==> src/logic/codec_regs_pkg.sv <==
// Constants, bus carriers and state types for the codec control-register block.
// Assumes a 32-bit AXI4-Lite master and a single 20 MHz core clock.
package codec_regs_pkg;

    // Register indices; the byte address is four times the index
    localparam logic [5:0] IDX_VOL_MIX    = 6'h03;
    localparam logic [5:0] IDX_VOL_FIRST  = 6'h04;
    localparam logic [5:0] IDX_VOL_SECOND = 6'h05;
    localparam logic [5:0] IDX_ADC_CTL    = 6'h06;
    localparam logic [5:0] IDX_MODE2      = 6'h07;
    localparam logic [5:0] IDX_ID         = 6'h08;
    localparam logic [5:0] IDX_NONE       = 6'h3f;

    // Field positions
    localparam int VOL_MUTE_BIT   = 7;
    localparam int MIX_LINK_BIT   = 6;
    localparam int MIX_SOFT_BIT   = 5;
    localparam int MIX_ZERO_BIT   = 4;
    localparam int ADC_DITHER_BIT = 5;
    localparam int ADC_FMT_BIT    = 4;
    localparam int ADC_MUTE_LO    = 2;
    localparam int ADC_HPF_LO     = 0;
    localparam int M2_LOOP_BIT    = 4;
    localparam int M2_LINK_BIT    = 3;
    localparam int M2_FREEZE_BIT  = 2;
    localparam int M2_CONTROL_PORT_ENABLE_BIT_BIT    = 1;
    localparam int M2_PDN_BIT     = 0;

    // Writable masks; the other bits are reserved and read zero
    localparam logic [7:0] MIX_MASK   = 8'h7f;
    localparam logic [7:0] ADC_MASK   = 8'h3f;
    localparam logic [7:0] MODE2_MASK = 8'h1f;

    // Reset values
    localparam logic [7:0] MIX_RST   = 8'h20;
    localparam logic [7:0] VOL_RST   = 8'h00;
    localparam logic [7:0] ADC_RST   = 8'h00;
    localparam logic [7:0] MODE2_RST = 8'h01;

    // Level in eighths of a dB; full mute lies below the -127 dB step
    localparam logic [10:0] LVL_FULL_MUTE   = 11'h400;
    localparam logic [9:0]  ZC_TIMEOUT_LAST = 10'h1ff;

    localparam logic [1:0] RESP_OKAY   = 2'h0;
    localparam logic [1:0] RESP_DECERR = 2'h3;

    typedef enum logic [1:0] {
        RAMP_IMMEDIATE = 2'b00,
        RAMP_ZERO      = 2'b01,
        RAMP_SOFT      = 2'b10,
        RAMP_SOFT_ZERO = 2'b11
    } ramp_mode_t;

    typedef struct packed {
        logic        awvalid;
        logic [31:0] awaddr;
        logic [2:0]  awprot;
        logic        wvalid;
        logic [31:0] wdata;
        logic [3:0]  wstrb;
        logic        bready;
        logic        arvalid;
        logic [31:0] araddr;
        logic [2:0]  arprot;
        logic        rready;
    } axil_req_t;

    typedef struct packed {
        logic        awready;
        logic        wready;
        logic        bvalid;
        logic [1:0]  bresp;
        logic        arready;
        logic        rvalid;
        logic [31:0] rdata;
        logic [1:0]  rresp;
    } axil_rsp_t;

endpackage : codec_regs_pkg

==> src/logic/codec_volume_adc_mode_regs.sv <==
// Control registers of a stereo codec: DAC volume and mute ramps, ADC control,
// second mode register and identification, reached over AXI4-Lite.
// Assumes frameClk and zero_crossing_enable are synchronous to core_clk.
//
// What this block does
// - Mute bit silences its DAC channel, common-mode level kept.
// - Active-low mute indicator asserted while that channel's mute bit is set.
// - Mute transitions use the selected soft-ramp and zero-crossing modes.
// - Seven-bit attenuation, 1 dB per code, 0 down to -127 dB.
// - Attenuation changes follow the selected soft-ramp and zero-crossing mode.
// - Dither bit enables ADC dithering for 16-bit output.
// - ADC format bit: 0 left-justified (reset), 1 I2S.
// - Each ADC mute bit forces its channel output to mute.
// - High-pass disable freezes the offset estimate, still subtracted.
// - Loopback bit routes ADC data to the DAC path.
// - Link bit ANDs both mute conditions onto both indicators.
// - Freeze holds volume and ADC writes; clearing it applies them all at once.
// - Control-port enable resets to zero; host sets it for register control.
// - Power-down resets to one; host clears it before normal operation.
// - Register contents survive power-down unchanged.
// - Read-only identification: part code high nibble, revision low nibble.
// - Soft ramp steps 1/8 dB per frame, 1 dB per eight frames.
// - Zero-cross mode applies at a crossing or after 512 frames.
//
// The AXI4-Lite slave port is this design's own decision.
`timescale 1ns/1ns
`default_nettype none

module codec_volume_adc_mode_regs
    import codec_regs_pkg::*;
#(
    // Identification codes; values are arbitrary
    parameter logic [3:0] PART_CODE = 4'h5,
    parameter logic [3:0] REV_CODE  = 4'h3
) (
    // Clock and reset
    input  wire logic                      core_clk,
    input  wire logic                      nrst,
    // Register bus
    input  wire codec_regs_pkg::axil_req_t axilReq,
    output var  codec_regs_pkg::axil_rsp_t axilRsp,
    // Audio timing
    input  wire logic                      frameClk,
    input  wire logic [1:0]                zero_crossing_enable,
    // DAC side
    output logic [1:0][10:0]               dacLevel,
    output logic [1:0]                     dacSilenced,
    output logic                           muteIndFirstN,
    output logic                           muteIndSecondN,
    // ADC side
    output logic                           adcDitherEn,
    output logic                           adcFormatI2s,
    output logic [1:0]                     adcMute,
    output logic [1:0]                     hpfFreeze,
    // Mode
    output logic                           loopbackEn,
    output logic                           controlPortEn,
    output logic                           powerDown
);
    import codec_regs_pkg::*;

    typedef struct packed {
        axil_rsp_t        rsp;
        logic             awGot;
        logic             wGot;
        logic [5:0]       wrIdx;
        logic [7:0]       wrData;
        logic             wrLane;
        logic [7:0]       mixSh;
        logic [7:0]       volFirstSh;
        logic [7:0]       volSecondSh;
        logic [7:0]       adcSh;
        logic [7:0]       mode2;
        logic [7:0]       mixAp;
        logic [7:0]       volFirstAp;
        logic [7:0]       volSecondAp;
        logic [7:0]       adcAp;
        logic [1:0][10:0] lvl;
        logic [1:0][9:0]  zcWait;
        logic             frameClkPrev;
        logic [1:0]       silenced;
        logic             indFirstN;
        logic             indSecondN;
    } state_t;

    state_t           s_r;
    state_t           s_nxt;
    logic             frameTick;
    ramp_mode_t       rampMode;
    logic [1:0]       chanMute;
    logic [1:0][10:0] target;
    logic [7:0]       volSecondUsed;
    logic             bothMuted;

    function automatic logic [7:0] regRead(input state_t st, input logic [5:0] idx);
        logic [7:0] v;
        v = 8'h00;
        case (idx)
            IDX_VOL_MIX:    v = st.mixSh & MIX_MASK;
            IDX_VOL_FIRST:  v = st.volFirstSh;
            IDX_VOL_SECOND: v = st.volSecondSh;
            IDX_ADC_CTL:    v = st.adcSh & ADC_MASK;
            IDX_MODE2:      v = st.mode2 & MODE2_MASK;
            IDX_ID:         v = {PART_CODE, REV_CODE};
            default:        v = 8'h00;
        endcase
        return v;
    endfunction : regRead

    function automatic logic mapped(input logic [5:0] idx);
        return (idx >= IDX_VOL_MIX) && (idx <= IDX_ID);
    endfunction : mapped

    always_comb
    begin
        s_nxt     = s_r;
        frameTick = frameClk && !s_r.frameClkPrev;
        s_nxt.frameClkPrev = frameClk;

        // Write address and data are taken independently, in either order
        if (axilReq.awvalid && s_r.rsp.awready)
        begin
            s_nxt.awGot = 1'b1;
            s_nxt.wrIdx = (axilReq.awaddr[31:8] == 24'h000000) ? axilReq.awaddr[7:2] : IDX_NONE;
        end
        if (axilReq.wvalid && s_r.rsp.wready)
        begin
            s_nxt.wGot   = 1'b1;
            s_nxt.wrData = axilReq.wdata[7:0];
            s_nxt.wrLane = axilReq.wstrb[0];
        end
        if (s_r.rsp.bvalid && axilReq.bready)
        begin
            s_nxt.rsp.bvalid = 1'b0;
        end
        if (s_r.awGot && s_r.wGot && !s_r.rsp.bvalid)
        begin
            s_nxt.awGot      = 1'b0;
            s_nxt.wGot       = 1'b0;
            s_nxt.rsp.bvalid = 1'b1;
            s_nxt.rsp.bresp  = mapped(s_r.wrIdx) ? RESP_OKAY : RESP_DECERR;
            // Writes land in the shadow copies even while frozen or powered down
            if (s_r.wrLane)
            begin
                case (s_r.wrIdx)
                    IDX_VOL_MIX:    s_nxt.mixSh       = s_r.wrData & MIX_MASK;
                    IDX_VOL_FIRST:  s_nxt.volFirstSh  = s_r.wrData;
                    IDX_VOL_SECOND: s_nxt.volSecondSh = s_r.wrData;
                    IDX_ADC_CTL:    s_nxt.adcSh       = s_r.wrData & ADC_MASK;
                    IDX_MODE2:      s_nxt.mode2       = s_r.wrData & MODE2_MASK;
                    default:        s_nxt.mode2       = s_r.mode2;
                endcase
            end
        end
        s_nxt.rsp.awready = !s_nxt.awGot && !s_nxt.rsp.bvalid;
        s_nxt.rsp.wready  = !s_nxt.wGot && !s_nxt.rsp.bvalid;

        // Reads answer one cycle after the address is taken
        if (s_r.rsp.rvalid && axilReq.rready)
        begin
            s_nxt.rsp.rvalid  = 1'b0;
            s_nxt.rsp.arready = 1'b1;
        end
        if (axilReq.arvalid && s_r.rsp.arready)
        begin
            s_nxt.rsp.arready = 1'b0;
            s_nxt.rsp.rvalid  = 1'b1;
            if (axilReq.araddr[31:8] == 24'h000000 && mapped(axilReq.araddr[7:2]))
            begin
                s_nxt.rsp.rdata = {24'h000000, regRead(s_r, axilReq.araddr[7:2])};
                s_nxt.rsp.rresp = RESP_OKAY;
            end
            else
            begin
                s_nxt.rsp.rdata = 32'h00000000;
                s_nxt.rsp.rresp = RESP_DECERR;
            end
        end

        // Freeze gates the shadow-to-active copy; the mode register itself
        // acts at once, otherwise freeze could never be released
        if (!s_r.mode2[M2_FREEZE_BIT])
        begin
            s_nxt.mixAp       = s_r.mixSh;
            s_nxt.volFirstAp  = s_r.volFirstSh;
            s_nxt.volSecondAp = s_r.volSecondSh;
            s_nxt.adcAp       = s_r.adcSh;
        end

        rampMode      = ramp_mode_t'({s_r.mixAp[MIX_SOFT_BIT], s_r.mixAp[MIX_ZERO_BIT]});
        volSecondUsed = s_r.mixAp[MIX_LINK_BIT] ? s_r.volFirstAp : s_r.volSecondAp;
        chanMute      = {volSecondUsed[VOL_MUTE_BIT], s_r.volFirstAp[VOL_MUTE_BIT]};
        target[0]     = chanMute[0] ? LVL_FULL_MUTE : {1'b0, s_r.volFirstAp[6:0], 3'b000};
        target[1]     = chanMute[1] ? LVL_FULL_MUTE : {1'b0, volSecondUsed[6:0], 3'b000};

        // Ramps stand still in power-down so the level resumes where it was
        for (int ch = 0; ch < 2; ch++)
        begin
            if (!s_r.mode2[M2_PDN_BIT] && s_r.lvl[ch] != target[ch])
            begin
                case (rampMode)
                    RAMP_IMMEDIATE:
                    begin
                        s_nxt.lvl[ch]    = target[ch];
                        s_nxt.zcWait[ch] = 10'h000;
                    end
                    RAMP_SOFT:
                    begin
                        if (frameTick)
                        begin
                            s_nxt.lvl[ch] = (s_r.lvl[ch] < target[ch]) ? s_r.lvl[ch] + 11'h001
                                                                       : s_r.lvl[ch] - 11'h001;
                        end
                    end
                    RAMP_ZERO, RAMP_SOFT_ZERO:
                    begin
                        if (frameTick && (zero_crossing_enable[ch] || s_r.zcWait[ch] == ZC_TIMEOUT_LAST))
                        begin
                            s_nxt.zcWait[ch] = 10'h000;
                            if (rampMode == RAMP_ZERO)
                            begin
                                s_nxt.lvl[ch] = target[ch];
                            end
                            else
                            begin
                                s_nxt.lvl[ch] = (s_r.lvl[ch] < target[ch]) ? s_r.lvl[ch] + 11'h001
                                                                           : s_r.lvl[ch] - 11'h001;
                            end
                        end
                        else if (frameTick)
                        begin
                            s_nxt.zcWait[ch] = s_r.zcWait[ch] + 10'h001;
                        end
                    end
                    default:
                    begin
                        s_nxt.lvl[ch] = target[ch];
                    end
                endcase
            end
            else if (s_r.lvl[ch] == target[ch])
            begin
                s_nxt.zcWait[ch] = 10'h000;
            end
            // Full mute is the silent level; common mode stays on the pins
            s_nxt.silenced[ch] = (s_nxt.lvl[ch] == LVL_FULL_MUTE);
        end

        bothMuted = chanMute[0] && chanMute[1];
        if (s_r.mode2[M2_LINK_BIT])
        begin
            s_nxt.indFirstN  = !bothMuted;
            s_nxt.indSecondN = !bothMuted;
        end
        else
        begin
            s_nxt.indFirstN  = !chanMute[0];
            s_nxt.indSecondN = !chanMute[1];
        end
    end

    always_ff @(posedge core_clk or negedge nrst)
    begin
        if (!nrst)
        begin
            s_r             <= '0;
            s_r.rsp.awready <= 1'b1;
            s_r.rsp.wready  <= 1'b1;
            s_r.rsp.arready <= 1'b1;
            s_r.mixSh       <= MIX_RST;
            s_r.mixAp       <= MIX_RST;
            s_r.volFirstSh  <= VOL_RST;
            s_r.volFirstAp  <= VOL_RST;
            s_r.volSecondSh <= VOL_RST;
            s_r.volSecondAp <= VOL_RST;
            s_r.adcSh       <= ADC_RST;
            s_r.adcAp       <= ADC_RST;
            s_r.mode2       <= MODE2_RST;
            s_r.indFirstN   <= 1'b1;
            s_r.indSecondN  <= 1'b1;
        end
        else
        begin
            s_r <= s_nxt;
        end
    end

    assign axilRsp        = s_r.rsp;
    assign dacLevel       = s_r.lvl;
    assign dacSilenced    = s_r.silenced;
    assign muteIndFirstN  = s_r.indFirstN;
    assign muteIndSecondN = s_r.indSecondN;
    assign adcDitherEn    = s_r.adcAp[ADC_DITHER_BIT];
    assign adcFormatI2s   = s_r.adcAp[ADC_FMT_BIT];
    assign adcMute        = s_r.adcAp[ADC_MUTE_LO +: 2];
    assign hpfFreeze      = s_r.adcAp[ADC_HPF_LO +: 2];
    assign loopbackEn     = s_r.mode2[M2_LOOP_BIT];
    assign controlPortEn  = s_r.mode2[M2_CONTROL_PORT_ENABLE_BIT_BIT];
    assign powerDown      = s_r.mode2[M2_PDN_BIT];
endmodule : codec_volume_adc_mode_regs

`default_nettype wire

==> config.mk <==
export PLATFORM = sky130hd
export DESIGN_NAME = codec_volume_adc_mode_regs
export DESIGN_NICKNAME = d
export VERILOG_FILES = /design/src/logic/codec_regs_pkg.sv /design/src/logic/codec_volume_adc_mode_regs.sv
export SDC_FILE = /design/constraint.sdc
export NUM_CORES = 1
export LEC_CHECK = 0
export ABC_CLOCK_PERIOD_IN_PS = 14100
export BUFFER_PORTS_ARGS = -buffer_cell sky130_fd_sc_hd__buf_4
export CAP_MARGIN = 15
export CORE_UTILIZATION = 41
export DETAILED_ROUTE_END_ITERATION = 10
export SKIP_CTS_REPAIR_TIMING = 1
export SLEW_MARGIN = 20
export SYNTH_ARGS = -nofsm -noshare
export SYNTH_HDL_FRONTEND = slang
export SYNTH_SLANG_ARGS = --single-unit
==> constraint.sdc <==
create_clock -name core_clk -period 14.1 [get_ports core_clk]
set_input_delay 3.525 -clock core_clk [delete_from_list [all_inputs] [get_ports core_clk]]
set_output_delay 3.525 -clock core_clk [all_outputs]
set_load 0.02 [all_outputs]
---- Word level (Yosys, flattened, before mapping) ----
Cells that the tools add are included.
Widths: inputs -> output; s select.
operators by class
  add/subtract/negate cells ............... 6
  $lt $le $gt $ge ......................... 6
  equality and inequality tests ........... 26
  mux-type cells .......................... 37
  reduce and logical (&&, ||, !) cells .... 43
operators with widths
  operator               number
  $mux 11                12
  $mux 10                9
  $pmux 11 s3            2
  $eq 6x3->1 const B     8
  $logic_not 24->1       2
  $pmux 8 s6             1
  $pmux 10 s2            2
  $mux 36                1
  $add 11x1->11 const B  2
  $eq 11x11->1           2
  $eq 11x11->1 const B   2
  $lt 11x11->1           2
  $ne 11x11->1           2
  $sub 11x1->11 const B  2
  $reduce_and 3->1       7
  $add 10x1->10 const B  2
  $eq 10x9->1 const B    2
  $logic_and 1x1->1      18
  $eq 6x2->1 const B     2
  $ge 6x2->1 const B     2
  $le 6x4->1 const B     2
  $logic_not 1->1        9
  $mux 2                 4
  $mux 8                 1
  12 further kinds       20
word-level totals
  register bits ........................... 168
  input bits .............................. 116
  output and inout bits ................... 76
  logic and storage cells ................. 148

---- Logic depth before layout (Yosys ltp) ----
  word-level depth ........................ 9
  depth in mapped cells ................... 20
  depth with buffers taken out ............ 18

---- Worst setup path after synthesis ----
No wires, ideal clock.
  path kind ............................... input to register
  start point ............................. in frameClk
  end point ............................... reg s_r, in the netlist dacSilenced[1]
  setup time .............................. 95 ps
  arrival time ............................ 5,465 ps
  required time ........................... 14,005 ps
  slack ................................... 8,540 ps
  stages on the path ...................... 9
  buffers on the path ..................... 1
  cell sequence ........................... nor2b_1 clkbuf_1 nand4_1 o31ai_1 nor4_1 a211o_1 or4b_1 or4_1 nor4b_2
RTL lines
  what                  RTL line                           source
  from (decl)           codec_volume_adc_mode_regs.sv:43   input wire logic frameClk,
  to (signal assigned)  codec_volume_adc_mode_regs.sv:284  s_r <= s_nxt;
  to (decl)             codec_volume_adc_mode_regs.sv:86   state_t s_r;

==> results.md <==
* Root Driver: clkbuf_16
* Critical Path RT at 14.42 ns
* CP max stage cell: nor2b_1
* CP Capture Type: register
* CP arrival at 6.34 ns
* CTS tree: done
* Dominant synthesized flop cell: dfrtp_1
* RSZ-0062 raised after global routing: no
* Total CTS buffers at 17
* Fillers at 1,957
* # IOs at 192
* Max-cap viol count at 0
* Hold Crit Class: register to register
* FF-to-FF Start: s_r[77]
* Core area at 20,400 um2
* CTS H-Tree Depth at 4
* Slowest stage delay, CP at 0.69 ns
* Vert. Die Dim at 147 um
* N_diodes at 0
* Final ANT Viol Nets at 0
* Crit path time final at 6.02 ns
* Initial antenna violation count at 0
* Sequential fraction of the synthesis area at 40.1%
* Hold Startpoint: s_r[134]
* Critical Path Source: frameClk
* First-pass detailed-route iteration total at 7
* Final Power at 1300 uW
* Vias at 6,814
* Hold_ws at 0.426 ns
* Crit path cell chain: buf_4, nor2b_1, nand2_1, o21ai_0, a2bb2oi_1, or4b_1, or4_1, nor4b_2
* WL/cell at 17.3 um
* Final hold violation count at 0
* Final setup violation count at 0
* Status: completed
* Crit Path Class: input pin to register
* DRC at 0
* CP startpoint kind: input pin
* Power density over the cells at 129 nW/um2
* Number of enable flip-flop cells after synthesis at 0
* Grt ovf at 0
* Most frequent cells in the layout: buf_4, dfrtp_1, mux2_2
* Dpl ws at 7.74 ns
* Most common cell after layout, fill and taps aside: buf_4
* Post-synth ARST share at 100%
* Clock skew at 0.00634 ns
* Clock sinks at 138
* Drt initial violations at 508
* Worst-Margin Slew at 1.11 ns
* Area growth syn-to-layout at 16.0%
* Nets at 1,101
* Max_slew headroom at 25.1%
* Largest net degree at the start of global routing at 72
* Dpl cells at 1,196
* Synth unique cells at 75
* Num rows at 52
* Die area at 21,600 um2
* Synth Area per Inst at 9.93 um2
* Setup TNS Final at 0 ns
* Die W at 147 um
* Clock Latency Late Sink at 0.42 ns
* P_leak at 0.00464 uW
* Tcrit/Tclk final at 42.7%
* Hpwl dp at 15.8 mm
* PortBufs at 130
* Syn Inst Count at 869
* Fin. max-slew vios at 0
* VDD IR max at 0.0890 mV
* Ys Warns at 0
* Effective utilization at floorplan at 42.2%
* Post-route setup slack at 8.08 ns
* Fmax at 166 MHz
* Vias/cell at 5.55
* Final WL at 21.3 mm
* Peak fanout along the critical path at 11
* Synth Cell Area at 8630 um2
* GP Congestion at 0.855
* Gr usage total at 20.1%
* First-pass GRT wire length at 34.3 mm
* #FFs+latches synth at 138
* Non-filler cells, final at 1,228
* Clock transition at the registers of the reported paths at 0.06 ns
* Vias in the first global route at 6,467
* Layout cells sized above 1 at 27.2%
* Clk buf depth at 2
## Yosys cell counts (8+ instances only)
cell / instances / share of area [%]
ha_1: 38 / 5.5
nand3_1: 19 / 1.1
nand2_1: 59 / 2.6
nor2_1: 64 / 2.8
and3_1: 9 / 0.65
a21oi_1: 32 / 1.9
nor3_1: 16 / 0.93
nand2b_1: 8 / 0.58
and4_1: 9 / 0.91
nor2b_1: 13 / 0.94
buf_4: 69 / 6.0
o21ai_0: 39 / 2.3
mux2_2: 70 / 9.1
a31oi_1: 16 / 1.2
a22o_1: 13 / 1.3
mux2i_1: 11 / 1.3
inv_1: 18 / 0.78
o31ai_1: 8 / 0.70
clkbuf_1: 22 / 0.96
xor2_1: 14 / 1.4
nand4_1: 9 / 0.65
a21o_1: 14 / 1.2
dfrtp_1: 130 / 38
nor4_1: 18 / 1.3
dfstp_2: 8 / 2.4
## registers in the layout, summed over array words and instances (netlist names), 2 cells and up
register,flops
rampMode,2
s_r,85
dacSilenced,2
axilRsp,15
hpfFreeze,2
adcMute,2
dacLevel,22
## per-layer routing
layer | GRT usage (%) | wire, um | up-vias
li1 | - | - | 3292
met1 | 27.3 | 9810 | 3296
met2 | 32.9 | 10200 | 214
met3 | 4.41 | 1080 | 12
met4 | 4.43 | 150 | 0
met5 | 0 | 0 | -
## layout make-up
class | instances | area [um2] | area share [%]
multi-input combinational | 635 | 4540 | 45.4
sequential | 138 | 3460 | 34.6
timing repair buffer | 133 | 1000 | 10.0
clock buffer | 17 | 425 | 4.25
tap | 270 | 338 | 3.37
clock inverter | 15 | 165 | 1.65
inverter | 20 | 75.1 | 0.750
## critical path, delay by kind of cell
family	cells	cell delay (ns)
AOI/OAI and AO/OA	2	0.48
and+or+nand+nor	5	2.24
buffers and inverters	1	0.09
## kinds of logic after synthesis
logic type / after synthesis / synth area share, %
simple gates: 267 / 16.3
other cells: 1 / 0.0435
xor+xnor: 21 / 2.13
mux: 83 / 10.9
fa+ha+maj: 40 / 5.97
compound gates: 200 / 16.3
buf+inv: 119 / 8.22
flops: 138 / 40.1
## power by group
part / internal, uW / leakage [uW] / total (uW) / switching, uW
combinational: 153 / 0.00252 / 382 / 229
clock: 264 / 0.000288 / 450 / 186
sequential: 426 / 0.00183 / 463 / 37.0
## stage by stage
stage	util, %	instance area [um2]
finish	49.0	10000
global route	49.0	10000
CTS	49.0	10000
detailed placement	46.1	9420
global placement	46.1	9420
floorplan	-	8720
## worst paths after layout
| check | to | slack, ns | cells after the start |
|---|---|---|---|
| setup / recovery | dacSilenced[1] | 8.08 | 8 |
| max in group asynchronous | s_r[81] | 9.63 | 2 |
| hold / removal | axilRsp[39] | 0.43 | 1 |
| min in group asynchronous | s_r[17] | 3.10 | 1 |
| hold reg to reg | axilRsp[39] | 0.43 | 1 |
| setup reg to reg | dacSilenced[1] | 8.52 | 18 |
Power figures use the tool's default switching activity.
